[src/smsp_map.vh]
// Purpose: Constants shared by the byte-wide SPI master/slave port.
// Assumes: Included by bare name from every design file of the port.
// Notes: Half-period counts are in core_clk cycles, minus one.
`ifndef SMSP_MAP_VH
`define SMSP_MAP_VH

// Bit counter
`define SMSP_CNT_W 3
`define SMSP_CNT_ZERO 3'h0
`define SMSP_CNT_ONE 3'h1
`define SMSP_CNT_LAST 3'h7

// Half SCK period minus one, indexed by {double, rate_high, rate_low}
`define SMSP_DIV_W 6
`define SMSP_DIV_ZERO 6'h00
`define SMSP_DIV_ONE 6'h01
`define SMSP_HALF_M1_SEL0 6'h01
`define SMSP_HALF_M1_SEL1 6'h07
`define SMSP_HALF_M1_SEL2 6'h1f
`define SMSP_HALF_M1_SEL3 6'h3f
`define SMSP_HALF_M1_SEL4 6'h00
`define SMSP_HALF_M1_SEL5 6'h03
`define SMSP_HALF_M1_SEL6 6'h0f
`define SMSP_HALF_M1_SEL7 6'h1f

// Reset values
`define SMSP_BYTE_RST 8'h00

`endif

[src/smsp_edge.v]
// Purpose: Samples one pin on core_clk and reports its edges as pulses.
// Assumes: The pin is synchronous to core_clk.
// Notes: Edges are reported in the same cycle as the sample that shows them.
`timescale 1ns/1ps
`include "smsp_map.vh"

module smsp_edge #(
    parameter RST_VAL = 1'b0
) (
    // Clock and reset
    input wire core_clk,
    input wire rst,
    // Pin in
    input wire sig_in,
    // Sampled level and edge pulses
    output wire level,
    output wire rise,
    output wire fall
);

    reg sample_r;
    reg prev_r;

    // Sample and one-cycle history
    always @(posedge core_clk) begin
        if (rst) begin
            sample_r <= RST_VAL;
            prev_r <= RST_VAL;
        end else begin
            sample_r <= sig_in;
            prev_r <= sample_r;
        end
    end

    assign level = sample_r;
    assign rise = sample_r & ~prev_r;
    assign fall = ~sample_r & prev_r;

endmodule

[src/smsp_rate_div.v]
// Purpose: Master SCK rate divider, one tick per half SCK period.
// Assumes: run is held high for the whole byte and low between bytes.
// Notes: Counter restarts from zero on every run, so the first half period is full.
`timescale 1ns/1ps
`include "smsp_map.vh"

module smsp_rate_div (
    // Clock and reset
    input wire core_clk,
    input wire rst,
    // Control
    input wire run,
    input wire [2:0] rate_sel,
    // Tick out
    output wire tick
);

    reg [`SMSP_DIV_W-1:0] count_r;
    reg [`SMSP_DIV_W-1:0] half_m1;

    // Rate table: /4 /16 /64 /128, halved by the double-rate bit
    always @* begin
        case (rate_sel)
            3'h0: half_m1 = `SMSP_HALF_M1_SEL0;
            3'h1: half_m1 = `SMSP_HALF_M1_SEL1;
            3'h2: half_m1 = `SMSP_HALF_M1_SEL2;
            3'h3: half_m1 = `SMSP_HALF_M1_SEL3;
            3'h4: half_m1 = `SMSP_HALF_M1_SEL4;
            3'h5: half_m1 = `SMSP_HALF_M1_SEL5;
            3'h6: half_m1 = `SMSP_HALF_M1_SEL6;
            default: half_m1 = `SMSP_HALF_M1_SEL7;
        endcase
    end

    assign tick = run & (count_r == half_m1);

    // Half-period counter, held at zero while idle so the clock truly halts
    always @(posedge core_clk) begin
        if (rst || !run || tick) begin
            count_r <= `SMSP_DIV_ZERO;
        end else begin
            count_r <= count_r + `SMSP_DIV_ONE;
        end
    end

endmodule

[src/smsp_top.v]
// Purpose: Byte-wide full-duplex SPI port acting as master or slave.
// Assumes: All pins and software strobes are synchronous to core_clk (10 MHz).
// Notes: Slave SCK is sampled, so each SCK phase must exceed two core_clk cycles.
`timescale 1ns/1ps
`include "smsp_map.vh"

module smsp_top (
    // Clock and reset
    input wire core_clk,
    input wire rst,
    // Configuration
    input wire port_enable,
    input wire master_select,
    input wire transfer_irq_enable,
    input wire bit_order_select,
    input wire clock_polarity,
    input wire clock_phase,
    input wire rate_select_high,
    input wire rate_select_low,
    input wire double_rate_select,
    // User pin directions and SS level
    input wire user_mosi_dir,
    input wire user_miso_dir,
    input wire user_sck_dir,
    input wire user_ss_dir,
    input wire user_ss_level,
    // Software access to the shift data register
    input wire data_wr,
    input wire [7:0] data_wdata,
    input wire data_rd,
    input wire status_rd,
    input wire irq_ack,
    // Software view
    output reg [7:0] rx_data_r,
    output reg transfer_done_flag_r,
    output reg write_collision_flag_r,
    output reg master_active_r,
    output reg busy_r,
    output reg irq_r,
    // Serial pins
    input wire sck_in,
    output reg sck_out_r,
    output reg sck_oe_r,
    input wire mosi_in,
    output reg mosi_out_r,
    output reg mosi_oe_r,
    input wire miso_in,
    output reg miso_out_r,
    output reg miso_oe_r,
    input wire ss_n_in,
    output reg ss_n_out_r,
    output reg ss_n_oe_r
);

    localparam ST_IDLE = 1'b0;
    localparam ST_RUN = 1'b1;
    reg state_r;
    reg state_nxt;
    reg phase_r;
    reg phase_nxt;
    reg [7:0] shift_r;
    reg [7:0] shift_nxt;
    reg [`SMSP_CNT_W-1:0] cnt_r;
    reg [`SMSP_CNT_W-1:0] cnt_nxt;
    reg full_r;
    reg full_nxt;
    reg out_bit_r;
    reg out_bit_nxt;
    reg [7:0] rx_nxt;
    reg fault_r;
    reg armed_r;
    reg done_evt;
    reg write_collision_flag_evt;
    reg [7:0] shifted;

    wire tick;
    wire sck_lvl;
    wire sck_rise;
    wire sck_fall;
    wire ss_lvl;
    wire ss_rise;
    wire master_mode;
    wire slave_mode;
    wire fault_set;
    wire m_sample;
    wire m_setup;
    wire s_active;
    wire s_sample;
    wire s_setup;
    wire sample_ev;
    wire setup_ev;
    wire in_bit;
    wire busy;
    wire flag_clr;
    wire done_nxt;
    wire write_collision_flag_nxt;

    // Master SCK rate source
    smsp_rate_div u_rate (
        .core_clk(core_clk),
        .rst(rst),
        .run(state_r == ST_RUN),
        .rate_sel({double_rate_select, rate_select_high, rate_select_low}),
        .tick(tick)
    );

    // Slave SCK is sampled on core_clk, never used as a clock
    smsp_edge #(.RST_VAL(1'b0)) u_sck (
        .core_clk(core_clk),
        .rst(rst),
        .sig_in(sck_in),
        .level(sck_lvl),
        .rise(sck_rise),
        .fall(sck_fall)
    );

    // Slave select, idles high after reset
    smsp_edge #(.RST_VAL(1'b1)) u_ss (
        .core_clk(core_clk),
        .rst(rst),
        .sig_in(ss_n_in),
        .level(ss_lvl),
        .rise(ss_rise),
        .fall()
    );

    // Mode: an SS input pulled low while master drops the port to slave
    assign master_mode = port_enable & master_select & ~fault_r;
    assign slave_mode = port_enable & ~master_mode;
    assign fault_set = master_mode & ~user_ss_dir & ~ss_lvl;

    // Master edges: ticks with phase_r low are leading; sample where phase matches
    assign m_sample = tick & (phase_r == clock_phase);
    assign m_setup = tick & (phase_r != clock_phase);

    // Slave edges from sampled SCK, only while selected
    assign s_active = slave_mode & ~ss_lvl & ~ss_rise;
    assign s_sample = s_active & ((clock_polarity ^ clock_phase) ? sck_fall : sck_rise);
    assign s_setup = s_active & ((clock_polarity ^ clock_phase) ? sck_rise : sck_fall);

    assign sample_ev = (state_r == ST_RUN) ? m_sample : s_sample;
    assign setup_ev = (state_r == ST_RUN) ? m_setup : s_setup;
    assign in_bit = master_mode ? miso_in : mosi_in;

    // A byte in flight: master running, or slave part way through a byte
    assign busy = (state_r == ST_RUN) | (s_active & (cnt_r != `SMSP_CNT_ZERO));

    // Shift engine; sampling and output update sit on opposite edges
    always @* begin
        state_nxt = state_r;
        phase_nxt = phase_r;
        shift_nxt = shift_r;
        cnt_nxt = cnt_r;
        full_nxt = full_r;
        out_bit_nxt = out_bit_r;
        rx_nxt = rx_data_r;
        done_evt = 1'b0;
        write_collision_flag_evt = 1'b0;
        shifted = bit_order_select ? {in_bit, shift_r[7:1]} : {shift_r[6:0], in_bit};
        if (data_wr && port_enable) begin
            if (busy) begin
                write_collision_flag_evt = 1'b1;
            end else begin
                // Transmit has only the shift register to hold it
                shift_nxt = data_wdata;
                out_bit_nxt = bit_order_select ? data_wdata[0] : data_wdata[7];
                cnt_nxt = `SMSP_CNT_ZERO;
                full_nxt = 1'b0;
                if (master_mode) begin
                    state_nxt = ST_RUN;
                    phase_nxt = 1'b0;
                end
            end
        end
        case (state_r)
            ST_RUN: begin
                if (tick) begin
                    phase_nxt = ~phase_r;
                end
                if (sample_ev) begin
                    shift_nxt = shifted;
                    cnt_nxt = cnt_r + `SMSP_CNT_ONE;
                    if (cnt_r == `SMSP_CNT_LAST) begin
                        full_nxt = 1'b1;
                    end
                end
                if (setup_ev) begin
                    out_bit_nxt = bit_order_select ? shift_r[0] : shift_r[7];
                end
                // Clock stops after the last trailing edge; buffer loads with the flag
                if (tick && phase_r && (full_r || (sample_ev && cnt_r == `SMSP_CNT_LAST))) begin
                    state_nxt = ST_IDLE;
                    done_evt = 1'b1;
                    rx_nxt = shift_nxt;
                end
                // Losing master mode mid-byte abandons the byte
                if (!master_mode) begin
                    state_nxt = ST_IDLE;
                    cnt_nxt = `SMSP_CNT_ZERO;
                end
            end
            ST_IDLE: begin
                if (slave_mode && (ss_lvl || ss_rise)) begin
                    cnt_nxt = `SMSP_CNT_ZERO;
                end else if (slave_mode) begin
                    if (sample_ev) begin
                        shift_nxt = shifted;
                        cnt_nxt = cnt_r + `SMSP_CNT_ONE;
                        if (cnt_r == `SMSP_CNT_LAST) begin
                            rx_nxt = shifted;
                            done_evt = 1'b1;
                        end
                    end
                    if (setup_ev && cnt_r != `SMSP_CNT_ZERO) begin
                        out_bit_nxt = bit_order_select ? shift_r[0] : shift_r[7];
                    end
                end
                // Between bytes the slave presents the first bit of what it holds
                if (slave_mode && cnt_nxt == `SMSP_CNT_ZERO) begin
                    out_bit_nxt = bit_order_select ? shift_nxt[0] : shift_nxt[7];
                end
            end
            default: begin
                state_nxt = ST_IDLE;
            end
        endcase
    end

    // Status-then-data clears both flags; a new event in that cycle wins
    assign flag_clr = armed_r & (data_rd | data_wr);
    assign done_nxt = done_evt | fault_set | (transfer_done_flag_r & ~flag_clr & ~irq_ack);
    assign write_collision_flag_nxt = write_collision_flag_evt | (write_collision_flag_r & ~flag_clr);

    // Engine and flag registers
    always @(posedge core_clk) begin
        if (rst) begin
            state_r <= ST_IDLE;
            phase_r <= 1'b0;
            shift_r <= `SMSP_BYTE_RST;
            cnt_r <= `SMSP_CNT_ZERO;
            full_r <= 1'b0;
            out_bit_r <= 1'b0;
            rx_data_r <= `SMSP_BYTE_RST;
            fault_r <= 1'b0;
            armed_r <= 1'b0;
            transfer_done_flag_r <= 1'b0;
            write_collision_flag_r <= 1'b0;
            irq_r <= 1'b0;
            busy_r <= 1'b0;
            master_active_r <= 1'b0;
        end else begin
            state_r <= state_nxt;
            phase_r <= phase_nxt;
            shift_r <= shift_nxt;
            cnt_r <= cnt_nxt;
            full_r <= full_nxt;
            out_bit_r <= out_bit_nxt;
            rx_data_r <= rx_nxt;
            // Fault holds until software drops and sets master select again
            fault_r <= fault_set | (fault_r & master_select);
            if (flag_clr) begin
                armed_r <= 1'b0;
            end else if (status_rd && (transfer_done_flag_r || write_collision_flag_r)) begin
                armed_r <= 1'b1;
            end
            transfer_done_flag_r <= done_nxt;
            write_collision_flag_r <= write_collision_flag_nxt;
            irq_r <= done_nxt & transfer_irq_enable;
            busy_r <= (state_nxt == ST_RUN);
            master_active_r <= port_enable & master_select & ~fault_r & ~fault_set;
        end
    end

    // Pin drivers; direction follows the mode, else the user
    always @(posedge core_clk) begin
        if (rst) begin
            sck_out_r <= 1'b0;
            sck_oe_r <= 1'b0;
            mosi_out_r <= 1'b0;
            mosi_oe_r <= 1'b0;
            miso_out_r <= 1'b0;
            miso_oe_r <= 1'b0;
            ss_n_out_r <= 1'b1;
            ss_n_oe_r <= 1'b0;
        end else begin
            // Idle level is the polarity; active half follows the phase flag
            sck_out_r <= clock_polarity ^ ((state_nxt == ST_RUN) & phase_nxt);
            mosi_out_r <= out_bit_nxt;
            miso_out_r <= out_bit_nxt;
            // SS is whatever software asks for, the engine never touches it
            ss_n_out_r <= user_ss_level;
            if (!port_enable) begin
                sck_oe_r <= user_sck_dir;
                mosi_oe_r <= user_mosi_dir;
                miso_oe_r <= user_miso_dir;
                ss_n_oe_r <= user_ss_dir;
            end else if (master_mode && !fault_set) begin
                sck_oe_r <= user_sck_dir;
                mosi_oe_r <= user_mosi_dir;
                miso_oe_r <= 1'b0;
                ss_n_oe_r <= user_ss_dir;
            end else begin
                sck_oe_r <= 1'b0;
                mosi_oe_r <= 1'b0;
                ss_n_oe_r <= 1'b0;
                // Tristated whenever the slave is not selected
                miso_oe_r <= user_miso_dir & ~ss_n_in;
            end
        end
    end

endmodule

[config.mk]
export PLATFORM = sky130hd
export DESIGN_NAME = smsp_top
export DESIGN_NICKNAME = d
export VERILOG_FILES = /design/src/smsp_edge.v /design/src/smsp_rate_div.v /design/src/smsp_top.v
export VERILOG_INCLUDE_DIRS = /design/src /design/src/src
export SDC_FILE = /design/constraint.sdc
export NUM_CORES = 1
export LEC_CHECK = 0
export BUFFER_PORTS_ARGS = -buffer_cell sky130_fd_sc_hd__buf_2
export CORE_ASPECT_RATIO = 1.25
export CORE_MARGIN = 2
export CORE_UTILIZATION = 45
export CTS_CLUSTER_SIZE = 16
export DETAILED_ROUTE_END_ITERATION = 8
export HOLD_SLACK_MARGIN = 0.08
export PLACE_DENSITY_LB_ADDON = 0.05
export SYNTH_ARGS = -nofsm -noshare
export SYNTH_HDL_FRONTEND = slang
export SYNTH_SLANG_ARGS = --single-unit
[constraint.sdc]
create_clock -name core_clk -period 5.24 [get_ports core_clk]
set_input_delay 1.048 -clock core_clk [delete_from_list [all_inputs] [get_ports core_clk]]
set_output_delay 1.048 -clock core_clk [all_outputs]
set_load 0.01 [all_outputs]
Word level (Yosys, flattened, before mapping) --
Cells that the tools add are included.
Word-level totals: register bits after elaboration 45, latch bits 0, RAM bits 0, ROM bits 0, input port bits 32, output and inout port bits 21, logic and storage cells 178, memories 0
Operators by class: $add $sub $neg 2, $mul 0, div/mod/pow operators 0, order comparisons 0, equality and inequality tests 14, shift-type cells 0, mux-type cells 70, bitwise operators 47, reduce and logical (&&, ||, !) cells 21
Operators by type and width (number):
- 8-bit 2-to-1 mux | 11
- 1-bit 2-to-1 mux | 46
- 6-bit case mux with 6 select lines | 1
- 8-bit case mux with 2 select lines | 2
- 1-bit AND | 25
- 3-bit 2-to-1 mux | 7
- 1-bit NOT | 14
- 3-bit equality test (second input constant) | 4
- 1-bit logical AND | 9
- 2-bit != test (second input constant) | 4
- 6-bit by 1-bit adder with 6-bit output (second input constant) | 1
- 6-bit equality test | 1
- 3-bit zero test | 2
- 1-bit OR | 6
- 3-bit case mux with 2 select lines | 1
- 1-bit logical OR | 5
- 5-bit AND reduction | 1
- 1-bit case mux with 2 select lines | 2
- 3-bit by 1-bit adder with 3-bit output (second input constant) | 1
- 3-bit by 1-bit equality test with 1-bit output (second input constant) | 1
- 3-bit by 2-bit equality test with 1-bit output (second input constant) | 1
- 3-bit nonzero test | 1
- 1-bit zero test | 2
- 2-bit by 1-bit != test with 1-bit output (second input constant) | 1
- other kinds (4) | 5

Longest topological paths before layout --
Gate-level depths: netlist of the first run.
depth in word-level cells 18, gate-level depth with buffers 11, depth with buffers taken out 10

Hierarchy --
Synthesis of the first run repeated with hierarchy kept, for this count alone.
Second synthesis, totals: cells, all modules 290, area total of the unflattened synthesis 2666.3 um2
Modules (own cells, without submodules):
- smsp_top | instances 1, cells an instance 236, area each 2155.8 um2, sequential area each 700.7 um2
- smsp_rate_div | instances 1, cells an instance 42, area each 379.1 um2, sequential area each 120.1 um2
- smsp_edge at u_ss | instances 1, cells an instance 6, area each 66.3 um2, sequential area each 40.0 um2
- smsp_edge at u_sck | instances 1, cells an instance 6, area each 65.1 um2, sequential area each 40.0 um2

Least setup slack after synthesis of the first run --
OpenSTA, ideal clock, no wires.
kind in2reg, start in rate_select_low, end reg cnt_r[1], setup time 0.131 ns, data arrival time 2.860 ns, required time 5.109 ns, slack 2.250 ns, stages on the path 8, buffers on the path 0, path through or4b_1 > o31ai_2 > a31oi_1 > a211oi_4 > or2_4 > mux2_2 > nand4_1 > a21oi_2
Between the ends: longest elaborated chain between the ends 11, elaborated cells on any way between the ends 17, those cells by class 6 x eq/ne; 8 x mux; 2 x bitwise; 1 x reduce/logical
RTL lines:
- start: declaration | line smsp_top.v:19 | input wire rate_select_low,
- 3-bit equality test, or another cell as far along | line smsp_rate_div.v:23 | case (rate_sel)
- 6-bit case mux with 6 select lines * | line smsp_rate_div.v:23
- 6-bit equality test * | line smsp_rate_div.v:35 | assign tick = run & (count_r == half_m1);
- 1-bit AND * | line smsp_rate_div.v:35
- 1-bit AND * | line smsp_top.v:133 | assign m_sample = tick & (phase_r == clock_phase);
- 1-bit 2-to-1 mux * | line smsp_top.v:141 | assign sample_ev = (state_r == ST_RUN) ? m_sample : s_sample;
- 3-bit 2-to-1 mux * | line smsp_top.v:180, smsp_top.v:206
- 3-bit 2-to-1 mux | line smsp_top.v:205 | end else if (slave_mode) begin
- 3-bit 2-to-1 mux | line smsp_top.v:203 | if (slave_mode && (ss_lvl || ss_rise)) begin
- 3-bit 2-to-1 mux | line smsp_top.v:175 | case (state_r)
- 3-bit case mux with 2 select lines * | line smsp_top.v:175
- end signal: assignment | line smsp_top.v:240 | cnt_r <= `SMSP_CNT_ZERO;
- end signal: assignment | line smsp_top.v:255 | cnt_r <= cnt_nxt;
- end: declaration | line smsp_top.v:63 | reg [`SMSP_CNT_W-1:0] cnt_r;
Every way passes the cells marked *; elsewhere a longest branch is shown, timed or not. The select of a mux whose other input is x is not followed. A chain may end at the register's enable or synchronous reset.

Worst setup path in the final report of the first run --
Same ends and word-level chain as after synthesis.

==> flow_metrics.tcl, run 1 <==
set metrics [dict create \
    die_w_um 70.82 \
    crit_path_end_kind "flip-flop" \
    p_seq_share_pct 53.0 \
    clockBufferDepth 2 \
    reg2regPathDepth 8 \
    synth_warnings 0 \
    drt_first_pass_iters 4 \
    hold_class "flip-flop to flip-flop" \
    min_to "rx_data_r[5]" \
    intPower_uw 486.4 \
    ys_seq_area_share_pct 35.08 \
    clock_power_share_pct 34.3 \
    clkTransAtPathRegs_ns 0.09 \
    grt_use_total_pct 19.56 \
    peakVddDrop_mv 0.1368 \
    wl_um 5984 \
    hold_start "rx_data_r[5]" \
    synth.area.mux_share_pct 8.520 \
    syn-mean-instance-area_sq_um 8.427 \
    diodes 0 \
    synth_fa_ha_area_share_pct 1.993 \
    fp.dieH_um 87.52 \
    layout-drive-gt1-share_pct 24.13 \
    rr_endpoint "cnt_r[1]" \
    post-cts-setup-buffers 0 \
    grt-ovfl-total 0 \
    cp_num_buf_inv 1 \
    grt_pass1_wl_um 9763 \
    cts_root_buf "clkbuf_8" \
    synth_area_sq_mm 0.002511 \
    cts_tree "built" \
    cp_cell_sequence "buf_2, or4b_1, o31ai_2, a31oi_1, a211oi_4, or2_4, mux2_2, nand4_1, a21oi_2" \
    start_util_pct 46.46 \
    synth_top_family_by_area "simple AND/OR/NAND/NOR gates" \
    grt_setup_unrepaired "no" \
    layout_common_cells "52 x buf_2, 44 x dfxtp_1, 37 x nor2_1, 26 x nand2_1, 18 x mux2i_1" \
    crit_cells 9 \
    dp_hpwl_um 4240 \
    design_area_sq_mm 0.002864 \
    area_growth_pct 14.05 \
    fin_setup_tns_ns 0 \
    rows 30 \
    cp.required_ns 5.40 \
    synth_cell_types 57 \
    p_sw_share_pct 26.34 \
    period_needed_ns 3.141 \
    maxCapViolations 0 \
    synth-xor-area-share_pct 3.139 \
    finalCritPeriodShare_pct 59.93 \
    critical_path_arrival_ns 3.30 \
    nets 379 \
    comb_power_share_pct 12.8 \
    async_reset_ff_share_pct 0 \
    cts.hold.buffers_added 0 \
    p_sw_uw 173.9 \
    crit_type "primary input to flip-flop" \
    antenna_left 0 \
    n_fill_cell 547 \
    first_iter_violations 127 \
    ios 53 \
    ff2ff_setup_slack_ns 2.58 \
    core_sq_mm 0.005405 \
    wire_per_inst_um 14.67 \
    critPathSlowestCell "or4b_1" \
    pwr_density_cell_mw_per_mm2 230.6 \
    routed_via_density 5.542 \
    htree_levels 2 \
    drc 0 \
    place_congestion 0.8586 \
    hold_viol 0 \
    synth_edf_count 0 \
    place_area_sq_mm 0.002770 \
    synth_top_flop_cell "dfxtp_1" \
    syn_inst 298 \
    numClockSinks 44 \
    synth-simple-area-share_pct 25.61 \
    grt_pass1_vias 2082 \
    synth_compound_area_share_pct 21.08 \
    drv_slew 0 \
    cts_made_buffers 5 \
    outcome "completed" \
    vias 2261 \
    cts_resized 0 \
    hold-path-cell-count 2 \
    power_leakage_nw 1.198 \
    antenna_found_initial 0 \
    setup_viol 0 \
    max_slew_margin_pct 53.14 \
    grt_max_degree 35 \
    synth-seq-cells 44 \
    fin_worst_skew_ns 0.008176 \
    worstReg2RegStart "u_rate.count_r[0]" \
    die_area_sq_mm 0.006198 \
    syn_nets 334 \
    cp_top_family "simple AND/OR/NAND/NOR gates" \
    slowest_delay_ns 0.51 \
    port-buffer-count 52 \
    cp_max_fo 22 \
    worstMarginPinSlew_ns 0.7019 \
    layout_commonest_cell "buf_2" \
    clock.fmax_mhz 318.4 \
    worstSetupStartpointType "primary input" \
    insertion_delay_ns 0.29 \
]
routing by layer:
metal / share of wire (%) / up-vias / track usage [%]
li1: - / 1155 / -
met1: 46 / 1049 / 24.75
met2: 49 / 49 / 34.49
met3: 4.0 / 8 / 2.894
met4: 1.2 / 0 / 5.832
met5: 0 / - / 0
worst max path at each step:
stage | start | slack [ns] | endpoint
4_1_cts | rate_select_low | 2.09 | cnt_r[1]
6_report | rate_select_low | 2.10 | cnt_r[1]
3_3_place_gp | rate_select_low | 1.82 | cnt_r[1]
3_5_place_dp | rate_select_low | 1.78 | cnt_r[1]
2_1_floorplan | rate_select_low | 2.25 | cnt_r[1]
5_1_grt | rate_select_low | 1.99 | cnt_r[1]
power groups by stage:
stage	Sequential [mW]	Combinational [mW]	Clock, mW
after floorplan	0.357	0.0554	0
after global placement	0.358	0.0842	0
after detailed placement	0.358	0.0844	0
after CTS	0.350	0.0850	0.232
after global routing	0.351	0.0944	0.243
final	0.350	0.0842	0.226
cell families (layout without fill, tap and decap cells):
kind of cell / Yosys count / after routing
simple gates: 125 / 125
compound gates: 73 / 73
buf+inv: 22 / 68
xor+xnor: 9 / 9
fa+ha+maj: 4 / 4
mux: 21 / 21
flops: 44 / 44
sequential cells by signal, indices dropped and copies added, names as in the netlist, 3 cells and up:
register and cells:
rx_data_r 8, shift_r 8, cnt_r 3, u_rate.count_r 6
synthesized netlist by cell type, types with 4 or more instances:
library cell,instances,area [sq um]
o21ai_0,7,35.03
nor2_1,37,138.9
nand3_1,6,30.03
a21oi_1,17,85.08
nand4_1,5,31.28
clkbuf_1,7,26.28
nor2b_1,10,62.56
mux2i_1,18,180.2
o211ai_1,8,60.06
dfxtp_1,44,880.8
inv_1,7,26.28
nand2_1,26,97.59
a31oi_1,5,31.28
and2_1,7,43.79
ha_1,4,50.05
nor3_1,8,40.04
nand2b_1,4,25.02
or2_2,5,31.28
xor2_1,6,52.55
a211oi_1,11,82.58
worst register-to-register path, stage by stage (launching register included):
cell and delay [ns]:
dfxtp_1 0.37, or4b_1 0.55, o31ai_2 0.18, a31oi_1 0.13, a211oi_4 0.38, or2_4 0.37
mux2_2 0.38, nand4_1 0.10, a21oi_2 0.06
final cells by class:
class	instances	area, sq um	share of cell area (%)
Sequential cell	44	880.8	30.76
Inverter	7	26.28	0.9174
Multi-Input combinational cell	232	1515	52.91
Clock inverter	1	7.507	0.2621
Tap cell	64	80.08	2.796
Timing Repair Buffer	53	267.8	9.349
Clock buffer	7	86.33	3.014
stage by stage:
step	std cells	utilization, %	total power [mW]	worst slack [ns]	hold WS, ns
2_1_floorplan	298	-	0.4127	2.250	0.4530
5_1_grt	408	52.99	0.6888	1.986	0.4705
3_5_place_dp	400	51.25	0.4421	1.782	0.4418
3_3_place_gp	400	51.25	0.4421	1.820	0.4376
4_1_cts	408	52.99	0.6672	2.093	0.4548
6_report	408	52.99	0.6604	2.100	0.4514
(Power assumes the default switching activity.)
==> run 2, diff against run 1 <==
- clock period: 5.24 -> 2.65 ns (I/O delays scaled with it)
==> flow_metrics.tcl, run 2 (synthesized netlist as in run 1, its figures left out) <==
set metrics [dict create \
    first_iter_violations 107 \
    die_w_um 70.82 \
    port-buffer-count 52 \
    routed_via_density 5.487 \
    cp_num_buf_inv 2 \
    fin_setup_tns_ns 0 \
    clock_power_share_pct 33.6 \
    htree_levels 2 \
    comb_power_share_pct 14.1 \
    p_seq_share_pct 52.3 \
    grt_max_degree 23 \
    drc 0 \
    grt_pass1_wl_um 10250 \
    clkTransAtPathRegs_ns 0.08 \
    antenna_left 0 \
    drv_slew 0 \
    outcome "completed" \
    rr_endpoint "miso_out_r" \
    clock.fmax_mhz 422.9 \
    peakVddDrop_mv 0.2508 \
    worstSetupStartpointType "flip-flop" \
    setup_slack_ns 0.2851 \
    startpoint "cnt_r[0]" \
    grt_setup_unrepaired "no" \
    cp_cell_sequence "inv_1, ha_1, nor2b_1, nor3_1, nor2_1, buf_4, nor4b_1, a21oi_1, nand4_1, nand3_1, o311ai_1" \
    p_sw_uw 345.2 \
    worstMarginPinSlew_ns 0.4774 \
    critPathSlowestCell "dfxtp_1" \
    post-cts-setup-buffers 0 \
    dp_hpwl_um 4596 \
    p_sw_share_pct 26.10 \
    period_needed_ns 2.365 \
    start_util_pct 46.46 \
    finalCoreUtilization_pct 57.15 \
    numClockSinks 44 \
    vias 2376 \
    hold_class "primary input to flip-flop" \
    grt-ovfl-total 0 \
    cts.hold.buffers_added 0 \
    crit_path_end_kind "flip-flop" \
    cp.required_ns 2.86 \
    holdWs_ns 0.4078 \
    slowest_delay_ns 0.45 \
    place_congestion 0.8616 \
    cts_tree "built" \
    insertion_delay_ns 0.30 \
    min_to "ss_n_out_r" \
    top_regs "rx_data_r: 8 flops, shift_r: 8 flops, u_rate.count_r: 6 flops" \
    power_leakage_nw 1.334 \
    fin_worst_skew_ns 0.007240 \
    drt_first_pass_iters 4 \
    max_slew_margin_pct 68.03 \
    core_sq_mm 0.005405 \
    rows 30 \
    antenna_found_initial 0 \
    intPower_uw 977.6 \
    ff2ff_setup_slack_ns 0.29 \
    reg2regPathDepth 11 \
    clockBufferDepth 2 \
    fp.dieH_um 87.52 \
    hold_start "user_ss_level" \
    layout-drive-gt1-share_pct 29.27 \
    hold-path-cell-count 2 \
    ios 53 \
    layout_common_cells "52 x buf_2, 44 x dfxtp_1, 37 x nor2_1, 26 x nand2_1, 23 x buf_4" \
    cp_max_fo 5 \
    cts_made_buffers 5 \
    cts_resized 0 \
    maxCapViolations 0 \
    layout_commonest_cell "buf_2" \
    post-place-ws_ns 0.006840 \
    wl_um 6147 \
    finalCritPeriodShare_pct 89.24 \
    pwr_density_cell_mw_per_mm2 428.2 \
    hold_viol 0 \
    nets 404 \
    critical_path_arrival_ns 2.57 \
    wire_per_inst_um 14.20 \
    setup_viol 0 \
    cts_root_buf "clkbuf_8" \
    grt_use_total_pct 20.73 \
    grt_pass1_vias 2251 \
    area_growth_pct 23.02 \
    crit_type "flip-flop to flip-flop" \
    die_area_sq_mm 0.006198 \
    worstReg2RegStart "cnt_r[0]" \
    diodes 0 \
    cp_top_family "simple AND/OR/NAND/NOR gates" \
]
## run 2: changes by cell type in the layout (fill, tap and decap cells not counted), sizes merged
| cell | delta |
|---|---|
| buf | +25 |
## run 2: power by group through the flow
stage / registers [mW] / logic [mW] / clock network [mW]
floorplan: 0.706 / 0.109 / 0
CTS: 0.692 / 0.189 / 0.458
global route: 0.695 / 0.208 / 0.487
detailed placement: 0.707 / 0.188 / 0
global placement: 0.707 / 0.187 / 0
finish: 0.692 / 0.187 / 0.444
## run 2: layout make-up
class	count	area, sq um
clock buffers	7	86.33
inverters	7	26.28
clock inverters	1	7.507
repair buffers	78	493.0
flip-flops and latches	44	880.8
well taps	64	80.08
multi-input cells	232	1515
fillers	552	2316
## run 2: worst max-delay path by stage
stage / endpoint / slack, ns / depth (start not counted)
final: miso_out_r / 0.29 / 11
after detailed placement: rx_data_r[1] / 0.007 / 10
after global routing: miso_out_r / 0.07 / 11
after CTS: cnt_r[1] / 0.26 / 8
after global placement: rx_data_r[1] / 0.05 / 10
after floorplan: cnt_r[1] / 0.18 / 8
## run 2: worst reg2reg max path, cell delays in order, from the launching register on
cell	delay (ns)
dfxtp_1	0.45
inv_1	0.13
ha_1	0.20
nor2b_1	0.13
nor3_1	0.22
nor2_1	0.17
buf_4	0.18
nor4b_1	0.36
a21oi_1	0.13
nand4_1	0.13
nand3_1	0.08
o311ai_1	0.08
## run 2: layer usage
metal / vias to the layer above / GRT usage, % / wire [um]
met5: - / 0 / 0
met4: 0 / 7.890 / 98
met3: 8 / 3.356 / 251
met2: 57 / 36.02 / 3043
met1: 1102 / 25.76 / 2753
li1: 1209 / - / -
## run 2: stage by stage
stage	area, sq um	std cells	power (mW)
global route	3089	433	1.389
global placement	2995	425	0.8939
floorplan	2511	298	0.8160
finish	3089	433	1.323
detailed placement	2995	425	0.8947
CTS	3089	433	1.339
